--- config.mk ---
export PLATFORM = sky130hd
export DESIGN_NAME = ext_interrupt_input_logic
export DESIGN_NICKNAME = d
export VERILOG_FILES = /design/src/include/ext_int_pkg.sv /design/src/include/ext_entry_if.sv /design/src/design/ext_sample_filter.sv /design/src/design/ext_int_entry.sv /design/src/design/ext_interrupt_input_logic.sv
export SDC_FILE = /design/constraint.sdc
export NUM_CORES = 1
export LEC_CHECK = 0
export BUFFER_PORTS_ARGS = -buffer_cell sky130_fd_sc_hd__buf_2
export CAP_MARGIN = 20
export CORE_AREA = 3 3 146 177
export CTS_BUF_LIST = sky130_fd_sc_hd__clkbuf_4 sky130_fd_sc_hd__clkbuf_8 sky130_fd_sc_hd__clkbuf_16
export CTS_CLUSTER_SIZE = 20
export DETAILED_ROUTE_END_ITERATION = 6
export DIE_AREA = 0 0 149 180
export SYNTH_ARGS = -nofsm -noshare
export SYNTH_HDL_FRONTEND = slang
export SYNTH_SLANG_ARGS = --single-unit
--- constraint.sdc ---
create_clock -name clk_sys -period 4.2 [get_ports clk_sys]
set_input_delay 1.05 -clock clk_sys [delete_from_list [all_inputs] [get_ports clk_sys]]
set_output_delay 1.05 -clock clk_sys [all_outputs]
set_load 0.005 [all_outputs]
--- src/include/ext_int_pkg.sv ---
// Shared constants, types and decoders for the external interrupt front end
package ext_int_pkg;

  // Register indices; the byte address on the bus is four times the index
  localparam logic [7:0] IDX_SAMPLE_LOW = 8'had;
  localparam logic [7:0] IDX_SAMPLE_GRP = 8'hae;
  localparam logic [7:0] IDX_TRIG_CTRL = 8'hb0;
  localparam logic [7:0] IDX_GRP_CHEN = 8'hb1;
  localparam logic [7:0] IDX_FLAGS = 8'hb2;

  // Values after reset
  localparam logic [7:0] RST_SAMPLE_LOW = 8'h00;
  localparam logic [7:0] RST_SAMPLE_GRP = 8'h00;
  localparam logic [7:0] RST_TRIG_CTRL = 8'h00;
  localparam logic [3:0] RST_GRP_CHEN = 4'h0;
  localparam logic PIN_IDLE_LEVEL = 1'b1;

  // Trigger control field positions
  localparam int TRIG_IN0_BIT = 0;
  localparam int TRIG_IN1_BIT = 1;
  localparam int TRIG_IN2_LSB = 2;
  localparam int TRIG_GRP_LSB = 4;
  localparam int GRP_ENABLE_BIT = 6;

  // Entry timing in machine cycles (one machine cycle per clock)
  localparam logic [3:0] CALL_CYCLES = 4'h7;
  localparam logic [3:0] RETURN_FROM_INTERRUPT_WAIT_CYCLES = 4'h8;
  localparam logic [5:0] RUN_MAX = 6'h3f;

  // Trigger modes of the two-bit fields
  typedef enum logic [1:0] {
    TRIG_LOW = 2'b00,
    TRIG_FALL = 2'b01,
    TRIG_RISE = 2'b10,
    TRIG_BOTH = 2'b11
  } trig_t;

  // Sources in polling order, index 0 polled first
  localparam int N_SRC = 10;
  localparam logic [3:0] SRC_IN0 = 4'h0;
  localparam logic [3:0] SRC_TK = 4'h1;
  localparam logic [3:0] SRC_IN1 = 4'h2;
  localparam logic [3:0] SRC_SERIAL = 4'h3;
  localparam logic [3:0] SRC_T2 = 4'h4;
  localparam logic [3:0] SRC_T4 = 4'h5;
  localparam logic [3:0] SRC_IN2 = 4'h6;
  localparam logic [3:0] SRC_GRP4 = 4'h7;
  localparam logic [3:0] SRC_TWOWIRE = 4'h8;
  localparam logic [3:0] SRC_T3 = 4'h9;

  // Vector per source, in polling order
  localparam logic [15:0] VECTOR_TABLE [N_SRC] = '{16'h0003, 16'h000b, 16'h0013,
    16'h0023, 16'h002b, 16'h003b, 16'h0043, 16'h004b, 16'h0053, 16'h005b};

  // Consecutive samples selected by a two-bit field
  function automatic logic [5:0] sample_count(input logic [1:0] sel);
    unique case (sel)
      2'b00: sample_count = 6'h01;
      2'b01: sample_count = 6'h04;
      2'b10: sample_count = 6'h08;
      2'b11: sample_count = 6'h10;
    endcase
  endfunction

endpackage

--- src/include/ext_entry_if.sv ---
// Request and acknowledge carrier between front end and entry sequencer
`timescale 1ns/10ps
`default_nettype none
interface ext_entry_if;
  logic req_any;
  logic [3:0] req_idx;
  logic ack;
  logic [3:0] ack_idx;
  logic call_busy;
  modport front (output req_any, output req_idx, input ack, input ack_idx, input call_busy);
  modport seq (input req_any, input req_idx, output ack, output ack_idx, output call_busy);
endinterface
`default_nettype wire

--- src/design/ext_sample_filter.sv ---
// Consecutive-sample qualifier for one synchronised interrupt pin
`timescale 1ns/10ps
`default_nettype none
module ext_sample_filter
  import ext_int_pkg::*;
(
  // Clock and reset
  input wire logic clk_sys,
  input wire logic srst,
  // Sample and run length select
  input wire logic smp,
  input wire logic [1:0] count_sel,
  // Qualified events and level
  output logic fall_evt,
  output logic rise_evt,
  output logic low_qual
);

  typedef struct packed {
    logic prev;
    logic armed;
    logic [5:0] run;
    logic fall;
    logic rise;
    logic lowq;
  } filt_t;

  filt_t st_reg;
  filt_t st_next;
  logic [5:0] need;

  assign need = sample_count(count_sel);

  // Run counter and event detection, one sample per cycle
  always_comb
  begin
    st_next = st_reg;
    if (smp != st_reg.prev)
    begin
      st_next.run = 6'h01;
      st_next.armed = 1'b1;
    end
    else if (st_reg.run != RUN_MAX)
    begin
      st_next.run = st_reg.run + 6'h01;
    end
    st_next.prev = smp;
    st_next.fall = st_next.armed && !smp && (st_next.run == need);
    st_next.rise = st_next.armed && smp && (st_next.run == need);
    st_next.lowq = !smp && (st_next.run >= {need[4:0], 1'b0});
  end

  // State register
  always_ff @(posedge clk_sys)
  begin
    if (srst)
    begin
      st_reg <= '0;
      st_reg.prev <= PIN_IDLE_LEVEL;
    end
    else
    begin
      st_reg <= st_next;
    end
  end

  assign fall_evt = st_reg.fall;
  assign rise_evt = st_reg.rise;
  assign low_qual = st_reg.lowq;
endmodule
`default_nettype wire

--- src/design/ext_int_entry.sv ---
// Interrupt entry sequencer: raise timing, blocking waits and the call
`timescale 1ns/10ps
`default_nettype none
module ext_int_entry
  import ext_int_pkg::*;
(
  // Clock and reset
  input wire logic clk_sys,
  input wire logic srst,
  // Core status
  input wire logic instr_final_cycle,
  input wire logic instr_is_return_from_interrupt,
  input wire logic higher_in_progress,
  // Request side
  ext_entry_if.seq bus
);

  typedef enum logic [2:0] {
    ST_IDLE = 3'b000,
    ST_POLL = 3'b001,
    ST_RAISE = 3'b011,
    ST_CALL = 3'b010,
    ST_RETURN_FROM_INTERRUPT_WAIT = 3'b111
  } entry_state_t;

  typedef struct packed {
    entry_state_t state;
    logic [3:0] cnt;
    logic ack;
    logic [3:0] idx;
    logic [5:0] resp;
  } entry_t;

  entry_t st_reg;
  entry_t st_next;

  localparam int RESP_FLOOR = 8;

  // Next state of the sequencer
  always_comb
  begin
    st_next = st_reg;
    st_next.ack = 1'b0;
    // Response age, held at its top so a long block cannot wrap it
    st_next.resp = (st_reg.state == ST_IDLE) ? 6'h00 : st_reg.resp;
    if (st_reg.state != ST_IDLE && st_reg.resp != 6'h3f)
    begin
      st_next.resp = st_reg.resp + 6'h01;
    end
    unique case (st_reg.state)
      ST_IDLE:
      begin
        if (bus.req_any)
        begin
          st_next.state = ST_POLL;
        end
      end
      ST_POLL:
      begin
        st_next.state = ST_RAISE;
      end
      ST_RAISE:
      begin
        if (!bus.req_any)
        begin
          st_next.state = ST_IDLE;
        end
        else if (instr_is_return_from_interrupt && !instr_final_cycle)
        begin
          st_next.state = ST_RETURN_FROM_INTERRUPT_WAIT;
          st_next.cnt = RETURN_FROM_INTERRUPT_WAIT_CYCLES;
        end
        else if (instr_final_cycle && !higher_in_progress && !instr_is_return_from_interrupt)
        begin
          st_next.state = ST_CALL;
          st_next.cnt = CALL_CYCLES;
          st_next.ack = 1'b1;
          st_next.idx = bus.req_idx;
        end
      end
      ST_RETURN_FROM_INTERRUPT_WAIT:
      begin
        st_next.cnt = st_reg.cnt - 4'h1;
        if (st_reg.cnt == 4'h1)
        begin
          st_next.state = ST_RAISE;
        end
      end
      ST_CALL:
      begin
        st_next.cnt = st_reg.cnt - 4'h1;
        if (st_reg.cnt == 4'h1)
        begin
          st_next.state = ST_IDLE;
        end
      end
      default:
      begin
        st_next.state = ST_IDLE;
      end
    endcase
  end

  // State register
  always_ff @(posedge clk_sys)
  begin
    if (srst)
    begin
      st_reg <= '0;
    end
    else
    begin
      st_reg <= st_next;
    end
  end

  assign bus.ack = st_reg.ack;
  assign bus.ack_idx = st_reg.idx;
  assign bus.call_busy = (st_reg.state == ST_CALL);
endmodule
`default_nettype wire

--- src/design/ext_interrupt_input_logic.sv ---
// External interrupt front end: APB registers, pin filters, flags, polling
//
// How it works
// - An acknowledged request starts a hardware call lasting exactly seven cycles.
// - Interrupt is raised in the third cycle after recognition; blocked ones pend.
// - A return instruction not in its final cycle adds eight waiting cycles.
// - Single-source response lies between ten and thirty-seven cycles.
// - Four external inputs; inputs zero to two own vectors, group four shares one.
// - With trigger bit clear, inputs zero and one request on a low level.
// - Edge flag sets after a high sample then the selected run of lows.
// - Each pin is sampled once per cycle; sources hold levels that long.
// - Edge flags of inputs zero to two clear when their call starts.
// - Level requests need twice the sample count and must be held.
// - Level-mode flags follow the pin; a held request interrupts again.
// - Two-bit sample fields select 1, 4, 8 or 16 samples.
// - A request during idle or power-down wakes the processor.
// - Each source uses its fixed vector address.
// - Simultaneous requests are polled in a fixed order.
// - Inputs two and four have low, falling, rising or both-edge modes.
// - Trigger bit set on inputs zero and one selects falling edges.
// - Every group four channel has its own enable bit.
`timescale 1ns/10ps
`default_nettype none
module ext_interrupt_input_logic
  import ext_int_pkg::*;
(
  // Clock and reset
  input wire logic clk_sys,
  input wire logic srst,
  // APB slave
  input wire logic psel,
  input wire logic penable,
  input wire logic pwrite,
  input wire logic [11:0] paddr,
  input wire logic [31:0] pwdata,
  input wire logic [3:0] pstrb,
  output logic [31:0] prdata,
  output logic pready,
  output logic pslverr,
  // External request pins
  input wire logic ext_req_in_zero,
  input wire logic ext_req_in_one,
  input wire logic ext_req_in_two,
  input wire logic [3:0] ext_req_group_four,
  // Requests of the other sources, already gated by their owners
  input wire logic req_touch_key,
  input wire logic req_serial,
  input wire logic req_timer_two,
  input wire logic req_timer_four,
  input wire logic req_two_wire,
  input wire logic req_timer_three,
  // Core status
  input wire logic instr_final_cycle,
  input wire logic instr_is_return_from_interrupt,
  input wire logic higher_in_progress,
  input wire logic core_idle,
  input wire logic core_power_down,
  // Entry outputs
  output logic hw_call_active,
  output logic hw_call_start,
  output logic [15:0] vector_addr,
  output logic wake_up
);

  localparam int N_PIN = 7;

  typedef struct packed {
    logic [N_PIN-1:0] sync1;
    logic [N_PIN-1:0] sync2;
    logic [7:0] sample_ctrl_low;
    logic [7:0] sample_ctrl_group4;
    logic [7:0] trig_ctrl;
    logic [3:0] grp_chen;
    logic [N_PIN-1:0] flags;
    logic [31:0] rdata;
    logic slverr;
    logic [15:0] vector;
    logic wake;
  } front_t;

  front_t st_reg;
  front_t st_next;

  ext_entry_if entry_bus ();

  logic [1:0] sel [N_PIN];
  trig_t pin_mode [N_PIN];
  logic [N_PIN-1:0] fall_evt;
  logic [N_PIN-1:0] rise_evt;
  logic [N_PIN-1:0] low_qual;
  logic [N_PIN-1:0] edge_evt;
  logic [N_SRC-1:0] req_vec;
  logic grp_req;
  logic setup_phase;
  logic wr_access;

  // Register hit for a printed index
  function automatic logic reg_hit(input logic [11:0] addr, input logic [7:0] idx);
    reg_hit = (addr == {2'b00, idx, 2'b00});
  endfunction

  // Event chosen by the trigger mode
  function automatic logic mode_event(input trig_t m, input logic f, input logic r);
    unique case (m)
      TRIG_LOW: mode_event = 1'b0;
      TRIG_FALL: mode_event = f;
      TRIG_RISE: mode_event = r;
      TRIG_BOTH: mode_event = f | r;
    endcase
  endfunction

  // First pending source in polling order
  function automatic logic [3:0] first_req(input logic [N_SRC-1:0] v);
    first_req = 4'h0;
    for (int k = N_SRC - 1; k >= 0; k--)
    begin
      if (v[k])
      begin
        first_req = 4'(k);
      end
    end
  endfunction

  // Mode and sample select per pin
  assign pin_mode[0] = st_reg.trig_ctrl[TRIG_IN0_BIT] ? TRIG_FALL : TRIG_LOW;
  assign pin_mode[1] = st_reg.trig_ctrl[TRIG_IN1_BIT] ? TRIG_FALL : TRIG_LOW;
  assign pin_mode[2] = trig_t'(st_reg.trig_ctrl[TRIG_IN2_LSB +: 2]);
  assign sel[0] = st_reg.sample_ctrl_low[1:0];
  assign sel[1] = st_reg.sample_ctrl_low[3:2];
  assign sel[2] = st_reg.sample_ctrl_low[5:4];

  // Filters; the group four channels share one trigger mode
  genvar gi;
  generate
    for (gi = 0; gi < N_PIN; gi++)
    begin : g_pin
      if (gi >= 3)
      begin : g_grp
        assign pin_mode[gi] = trig_t'(st_reg.trig_ctrl[TRIG_GRP_LSB +: 2]);
        assign sel[gi] = st_reg.sample_ctrl_group4[2*(gi-3) +: 2];
      end
      ext_sample_filter u_filt (
        .clk_sys(clk_sys),
        .srst(srst),
        .smp(st_reg.sync2[gi]),
        .count_sel(sel[gi]),
        .fall_evt(fall_evt[gi]),
        .rise_evt(rise_evt[gi]),
        .low_qual(low_qual[gi])
      );
      assign edge_evt[gi] = mode_event(pin_mode[gi], fall_evt[gi], rise_evt[gi]);
    end
  endgenerate

  // Request vector in polling order
  assign grp_req = st_reg.trig_ctrl[GRP_ENABLE_BIT]
    && |(st_reg.flags[6:3] & st_reg.grp_chen);
  assign req_vec = {req_timer_three, req_two_wire, grp_req, st_reg.flags[2],
    req_timer_four, req_timer_two, req_serial, st_reg.flags[1], req_touch_key,
    st_reg.flags[0]};
  assign entry_bus.req_any = |req_vec;
  assign entry_bus.req_idx = first_req(req_vec);

  // APB phases
  assign setup_phase = psel && !penable;
  assign wr_access = psel && penable && pwrite;

  // Next state: synchronisers, flags, registers, read data
  always_comb
  begin
    st_next = st_reg;
    st_next.sync1 = {ext_req_group_four, ext_req_in_two, ext_req_in_one, ext_req_in_zero};
    st_next.sync2 = st_reg.sync1;
    // Flags: level mode tracks the pin, edge mode is sticky
    for (int i = 0; i < N_PIN; i++)
    begin
      if (pin_mode[i] == TRIG_LOW)
      begin
        st_next.flags[i] = low_qual[i];
      end
      else
      begin
        if (wr_access && pstrb[0] && reg_hit(paddr, IDX_FLAGS))
        begin
          if (i < 3 && pwdata[i])
          begin
            st_next.flags[i] = 1'b0;
          end
          if (i >= 3 && pwdata[i + 1])
          begin
            st_next.flags[i] = 1'b0;
          end
        end
        if (i < 3 && entry_bus.ack && entry_bus.ack_idx == (i == 0 ? SRC_IN0 :
          (i == 1 ? SRC_IN1 : SRC_IN2)))
        begin
          st_next.flags[i] = 1'b0;
        end
        if (edge_evt[i])
        begin
          st_next.flags[i] = 1'b1;
        end
      end
    end
    // Register writes, low byte only
    if (wr_access && pstrb[0])
    begin
      if (reg_hit(paddr, IDX_SAMPLE_LOW))
      begin
        st_next.sample_ctrl_low = {2'b00, pwdata[5:0]};
      end
      if (reg_hit(paddr, IDX_SAMPLE_GRP))
      begin
        st_next.sample_ctrl_group4 = pwdata[7:0];
      end
      if (reg_hit(paddr, IDX_TRIG_CTRL))
      begin
        st_next.trig_ctrl = {1'b0, pwdata[6:0]};
      end
      if (reg_hit(paddr, IDX_GRP_CHEN))
      begin
        st_next.grp_chen = pwdata[3:0];
      end
    end
    // Read data and error latched in the setup phase
    if (setup_phase)
    begin
      st_next.rdata = 32'h0000_0000;
      st_next.slverr = 1'b0;
      if (reg_hit(paddr, IDX_SAMPLE_LOW))
      begin
        st_next.rdata[7:0] = st_reg.sample_ctrl_low;
      end
      else if (reg_hit(paddr, IDX_SAMPLE_GRP))
      begin
        st_next.rdata[7:0] = st_reg.sample_ctrl_group4;
      end
      else if (reg_hit(paddr, IDX_TRIG_CTRL))
      begin
        st_next.rdata[7:0] = st_reg.trig_ctrl;
      end
      else if (reg_hit(paddr, IDX_GRP_CHEN))
      begin
        st_next.rdata[3:0] = st_reg.grp_chen;
      end
      else if (reg_hit(paddr, IDX_FLAGS))
      begin
        st_next.rdata[7:0] = {st_reg.flags[6:3], 1'b0, st_reg.flags[2:0]};
      end
      else
      begin
        st_next.slverr = 1'b1;
      end
    end
    // Vector captured at the start of the call
    if (entry_bus.ack)
    begin
      st_next.vector = VECTOR_TABLE[entry_bus.ack_idx];
    end
    st_next.wake = (core_idle || core_power_down) && entry_bus.req_any;
  end

  // State register
  always_ff @(posedge clk_sys)
  begin
    if (srst)
    begin
      st_reg <= '0;
      st_reg.sync1 <= {N_PIN{PIN_IDLE_LEVEL}};
      st_reg.sync2 <= {N_PIN{PIN_IDLE_LEVEL}};
      st_reg.sample_ctrl_low <= RST_SAMPLE_LOW;
      st_reg.sample_ctrl_group4 <= RST_SAMPLE_GRP;
      st_reg.trig_ctrl <= RST_TRIG_CTRL;
      st_reg.grp_chen <= RST_GRP_CHEN;
    end
    else
    begin
      st_reg <= st_next;
    end
  end

  // Entry sequencer
  ext_int_entry u_entry (
    .clk_sys(clk_sys),
    .srst(srst),
    .instr_final_cycle(instr_final_cycle),
    .instr_is_return_from_interrupt(instr_is_return_from_interrupt),
    .higher_in_progress(higher_in_progress),
    .bus(entry_bus)
  );

  // Outputs
  assign prdata = st_reg.rdata;
  assign pready = 1'b1;
  assign pslverr = st_reg.slverr && psel && penable;
  assign hw_call_active = entry_bus.call_busy;
  assign hw_call_start = entry_bus.ack;
  assign vector_addr = st_reg.vector;
  assign wake_up = st_reg.wake;
endmodule
`default_nettype wire

== Word-level counts from Yosys, hierarchy flattened ==
Memories as Yosys holds them, arrays and structs flattened. A register that Yosys moved wholly into a read port is not among the register bits.
Cells that the tools add are included.
Operators by class
  add/sub/neg operators: 8
  multiply operators: 0
  divide/modulo/power cells: 0
  order comparisons: 7
  eq/ne operators: 72
  shift-type cells: 0
  mux-type cells: 99
  bitwise gates (word level): 12
  reduce and logical (&&, ||, !) cells: 108
Operators with widths (number)
  one-hot mux 6 bit (4 select lines): 7
  two-way mux 6 bit: 14
  equality test 12 x 10 -> 1 bit (second input constant): 5
  logical AND 1 bit: 50
  two-way mux 4 bit: 12
  two-way mux 1 bit: 45
  adder 6 x 1 -> 6 bit (second input constant): 7
  equality test 6 bit: 7
  >= comparator 6 bit: 7
  != test 6 bit (second input constant): 7
  equality test 2 bit (second input constant): 18
  two-way mux 8 bit: 4
  one-hot mux 1 bit (4 select lines): 7
  nonzero test 3 bit: 8
  nonzero test 4 bit: 6
  logical NOT 2 bit: 11
  AND reduction 2 bit: 11
  equality test 2 x 1 -> 1 bit (second input constant): 9
  one-hot mux 3 bit (5 select lines): 1
  two-way mux 12 bit: 1
  two-way mux 3 bit: 4
  logical NOT 1 bit: 11
  OR reduction 10 bit: 1
  two-way mux 9 bit: 1
  other kinds (29): 52
Word-level totals
  register bits: 145
  latch bits: 0
  memory bits (writable): 0
  bits in read-only memories: 256
  input port bits: 71
  word-level logic and storage cells: 369
  memories kept: 1
Memories
  (no name shown): depth 16, width 16, rd ports 1, clocked after memory_dff 1, wr ports 0, RTL line ext_interrupt_input_logic.sv:258  | st_next.vector = VECTOR_TABLE[entry_bus.ack_idx];

== Depth between registers and ports, before layout ==
  depth after elaboration: 15
  mapped depth: 10
  depth with buffers taken out: 10

== Modules after synthesis ==
A second synthesis with hierarchy kept.
Unflattened totals
  cells, all modules: 1140
  area total of the unflattened synthesis: 9560.4 um2
By module, submodules not included
  ext_sample_filter (g_pin[0].u_filt ...): times used 6, cells an instance 95, area an instance 789.5 um2
  ext_interrupt_input_logic: times used 1, cells an instance 401, area an instance 3367.0 um2
  ext_sample_filter (g_pin[6].u_filt): times used 1, cells an instance 95, area an instance 790.8 um2
  ext_int_entry: times used 1, cells an instance 74, area an instance 665.6 um2

== Worst setup path before layout ==
No wires, ideal clock.
  path kind: input port to flip-flop
  start point: in paddr[8]
  end point: reg st_reg, in the netlist pin_mode[0]
  arrival: 2514 ps
  setup slack: 1559 ps
  cell stages on the path: 7
  path through: nor4b_4 nand3_2 or3_1 buf_2 nor3_4 mux2i_1 nor2_1
On the way
  word-level cells in the longest chain between the ends: 2
Ends and longest elaborated chain
  start, declared: RTL line ext_interrupt_input_logic.sv:34  | input wire logic [11:0] paddr,
  equality test 12 x 10 -> 1 bit: RTL line ext_interrupt_input_logic.sv:99  | reg_hit = (addr == {2'b00, idx, 2'b00});
  AND reduction 2 bit (no line)
  end signal, assigned: RTL line ext_interrupt_input_logic.sv:278  | st_reg <= st_next;
  end, declared: RTL line ext_interrupt_input_logic.sv:81  | front_t st_reg;
Every way passes these cells.
A chain may end at the register's enable or synchronous reset.

== Worst setup path in the final report ==
  start point: in paddr[8]
  end point: reg st_reg, in the netlist pin_mode[1]
Same word-level chain as after synthesis.

==> results.sh <==
export IMPL_final_setup_viol_count=0
export IMPL_gp_congestion=0.859
export IMPL_vias=6911
export IMPL_cts_root_buf="clkbuf_16"
export IMPL_synth_top_family_by_area="simple AND/OR/NAND/NOR gates"
export IMPL_utilization_pct=37.6
export IMPL_startpoint="paddr[8]"
export IMPL_synthMuxAreaShare_pct=5.85
export IMPL_cp_slowest_stage_delay_ns=0.50
export IMPL_worst_setup_path_end_kind="register"
export IMPL_fin_crit_ns=2.61
export IMPL_multi_input_area_sq_um=4730
export IMPL_min_delay_start="st_next[90]"
export IMPL_start_util_pct=33.5
export IMPL_yosys_area_top_type="dfxtp_1"
export IMPL_io_pins=124
export IMPL_htree_levels=4
export IMPL_hold_ws_ns=0.407
export IMPL_p_per_area_nw_per_um2=377
export IMPL_hold_class="reg -> reg"
export IMPL_first_global_vias=6417
export IMPL_antenna_left=0
export IMPL_final_max_slew_viol_count=0
export IMPL_rsz0062_at_grt="no"
export IMPL_worst_r2r_path_depth=7
export IMPL_dp_cells=1318
export IMPL_fin_skew_ns=0.00973
export IMPL_fillers=2513
export IMPL_final_cell_mix="dfxtp_1, nor2_1, buf_2"
export IMPL_coreArea_sq_um=24400
export IMPL_dieArea_sq_um=26800
export IMPL_post_place_ws_ns=1.17
export IMPL_p_seq_share_pct=43.4
export IMPL_slew_headroom_pct=36.7
export IMPL_numCtsBuffers=17
export IMPL_r2r_end="g_pin[3].u_filt.fall_evt"
export IMPL_p_sw_mw=0.800
export IMPL_worst_setup_path_type="in -> reg"
export IMPL_swShare_pct=23.1
export IMPL_nNetsFinal=1120
export IMPL_post_cts_setup_buffers=0
export IMPL_routed_via_density=5.12
export IMPL_clock_latency_ns=0.42
export IMPL_synth_area_leaders="dfxtp_1, nor2_1, ha_1, mux2i_1, buf_4"
export IMPL_required_ns=4.49
export IMPL_wl_microns=18600
export IMPL_synth_ff_type="dfxtp_1"
export IMPL_max_cap_viol_count=0
export IMPL_ys_seq_area_share_pct=36.2
export IMPL_cts_sinks=148
export IMPL_grt_use_total_pct=13.9
export IMPL_placed_area_sq_um=8530
export IMPL_crit_end="pin_mode[1]"
export IMPL_instances_no_fill=1351
export IMPL_p_clk_share_pct=47.1
export IMPL_fmax_ghz=0.384
export IMPL_worstPathMaxFanout=7
export IMPL_synthArstFlopShare_pct=0
export IMPL_ff_latch_area_sq_um=2960
export IMPL_netlist_area_sq_um=8190
export IMPL_ctsHoldBuffers=0
export IMPL_syn_inst=985
export IMPL_ctsResizeCount=0
export IMPL_port_buffers=61
export IMPL_hold_depth=1
export IMPL_cp_start_kind="input pin"
export IMPL_arrival_ns=2.89
export IMPL_cts_buffer_depth=2
export IMPL_vdd_ir_drop_max_mv=0.215
export IMPL_critPathBufInv=1
export IMPL_avgSynthCellArea_sq_um=8.32
export IMPL_r2r_setup_slack_ns=1.71
export IMPL_path_cells="buf_2 > nor4b_4 > nand3_2 > or3_1 > nor3_4 > mux2i_1 > nor2_1"
export IMPL_cts_tree="built"
export IMPL_synth_distinct_cells=74
export IMPL_path_clk_slew_ns=0.06
export IMPL_finalHoldViolCount=0
export IMPL_fin_ws_ns=1.59
export IMPL_rr_startpoint="g_pin[3].u_filt.st_reg[3]"
export IMPL_grt_overflow_total=0
export IMPL_tns_ns=0
export IMPL_p_leak_nw=3.65
export IMPL_pwr_share_comb_pct=9.5
export IMPL_power_total_mw=3.46
export IMPL_grt_pass1_wl_microns=30700
export IMPL_drtPass1Iterations=5
export IMPL_status="completed"
export IMPL_synthSimpleGateAreaFrac_pct=24.9
export IMPL_fin_area_sq_um=9180
export IMPL_drive_above_1_share_pct=13.5
export IMPL_synth_warnings=0
export IMPL_post_route_period_util_pct=62.0
export IMPL_dp_hpwl_microns=13700
export IMPL_cp_num_cells=7
export IMPL_die_y_microns=180
export IMPL_die_x_microns=149
export IMPL_synth_fa_ha_area_share_pct=5.77
export IMPL_routedWlPerCell_microns=13.8
export IMPL_internal_power_mw=2.66
export IMPL_antenna_found_initial=3
export IMPL_synth_edff_count=0
export IMPL_drt_iter0_drc=461
export IMPL_synth_xor_area_share_pct=2.89
export IMPL_final_common_cell="dfxtp_1"
export IMPL_worst_slew_pin_slew_ns=0.947
export IMPL_slowest_stage="or3_1"
export IMPL_largest_reg_flops=56
export IMPL_row_count=63
export IMPL_critical_path_top_delay_family="simple AND/OR/NAND/NOR gates"
export IMPL_drc=0
export IMPL_area_growth_synth_to_final_pct=12.0
export IMPL_synth_top_area_share_pct=36.2
export IMPL_grt_max_degree=49
export IMPL_synth_compound_area_share_pct=16.6
export IMPL_synth_seq_cells=148
[cell type report]
cell class | instances | area share [%]
multi-input cells | 755 | 51.5
inverters | 25 | 1.02
repair buffers | 65 | 3.68
clock buffers | 23 | 5.40
diodes | 2 | 0.0545
well taps | 325 | 4.43
flip-flops and latches | 148 | 32.3
clock inverters | 8 | 1.61
[cells in the mapped netlist (29+ instances only)]
cell type  number
a21oi_1        45
buf_4          50
clkbuf_1       34
dfxtp_1       148
ha_1           37
mux2i_1        40
nand2_1        52
nand2b_1       29
nand3_1        40
nor2_1        141
nor3_1         37
o21ai_0        49
[worst min path at each step]
stage	end	slack, ns
4_1_cts	st_reg[90]	0.41
5_1_grt	st_reg[91]	0.42
3_3_place_gp	st_reg[90]	0.39
2_1_floorplan	st_reg[85]	0.39
6_report	st_reg[90]	0.41
3_5_place_dp	st_reg[90]	0.40
[power by group through the flow]
| stage | logic, mW | registers (mW) | clock network, mW |
|---|---|---|---|
| CTS | 0.330 | 1.50 | 1.68 |
| finish | 0.328 | 1.50 | 1.63 |
| floorplan | 0.272 | 1.52 | 0 |
| detailed placement | 0.328 | 1.53 | 0 |
| global route | 0.379 | 1.51 | 1.73 |
| global placement | 0.323 | 1.53 | 0 |
[worst register-to-register path, delay by kind of cell, from the launching register on]
family | cells | cell delay [ns]
compound gates | 4 | 1.32
fa+ha+maj | 1 | 0.28
flops | 1 | 0.48
simple gates | 2 | 0.36
[kinds of logic after synthesis]
group | after synthesis
and+or+nand+nor | 402
adders and majority gates | 38
xor gates and xnor gates | 27
buffers and inverters | 115
other | 2
DFF | 148
AOI/OAI and AO/OA | 206
muxes | 47
[layer usage]
metal	track usage (%)	share of wire, %
met3	3.40	5.9
met4	4.80	1.7
met2	23.0	47
met1	17.5	45
met5	0	0.17
No activity file was read; power rests on OpenSTA's default activity.
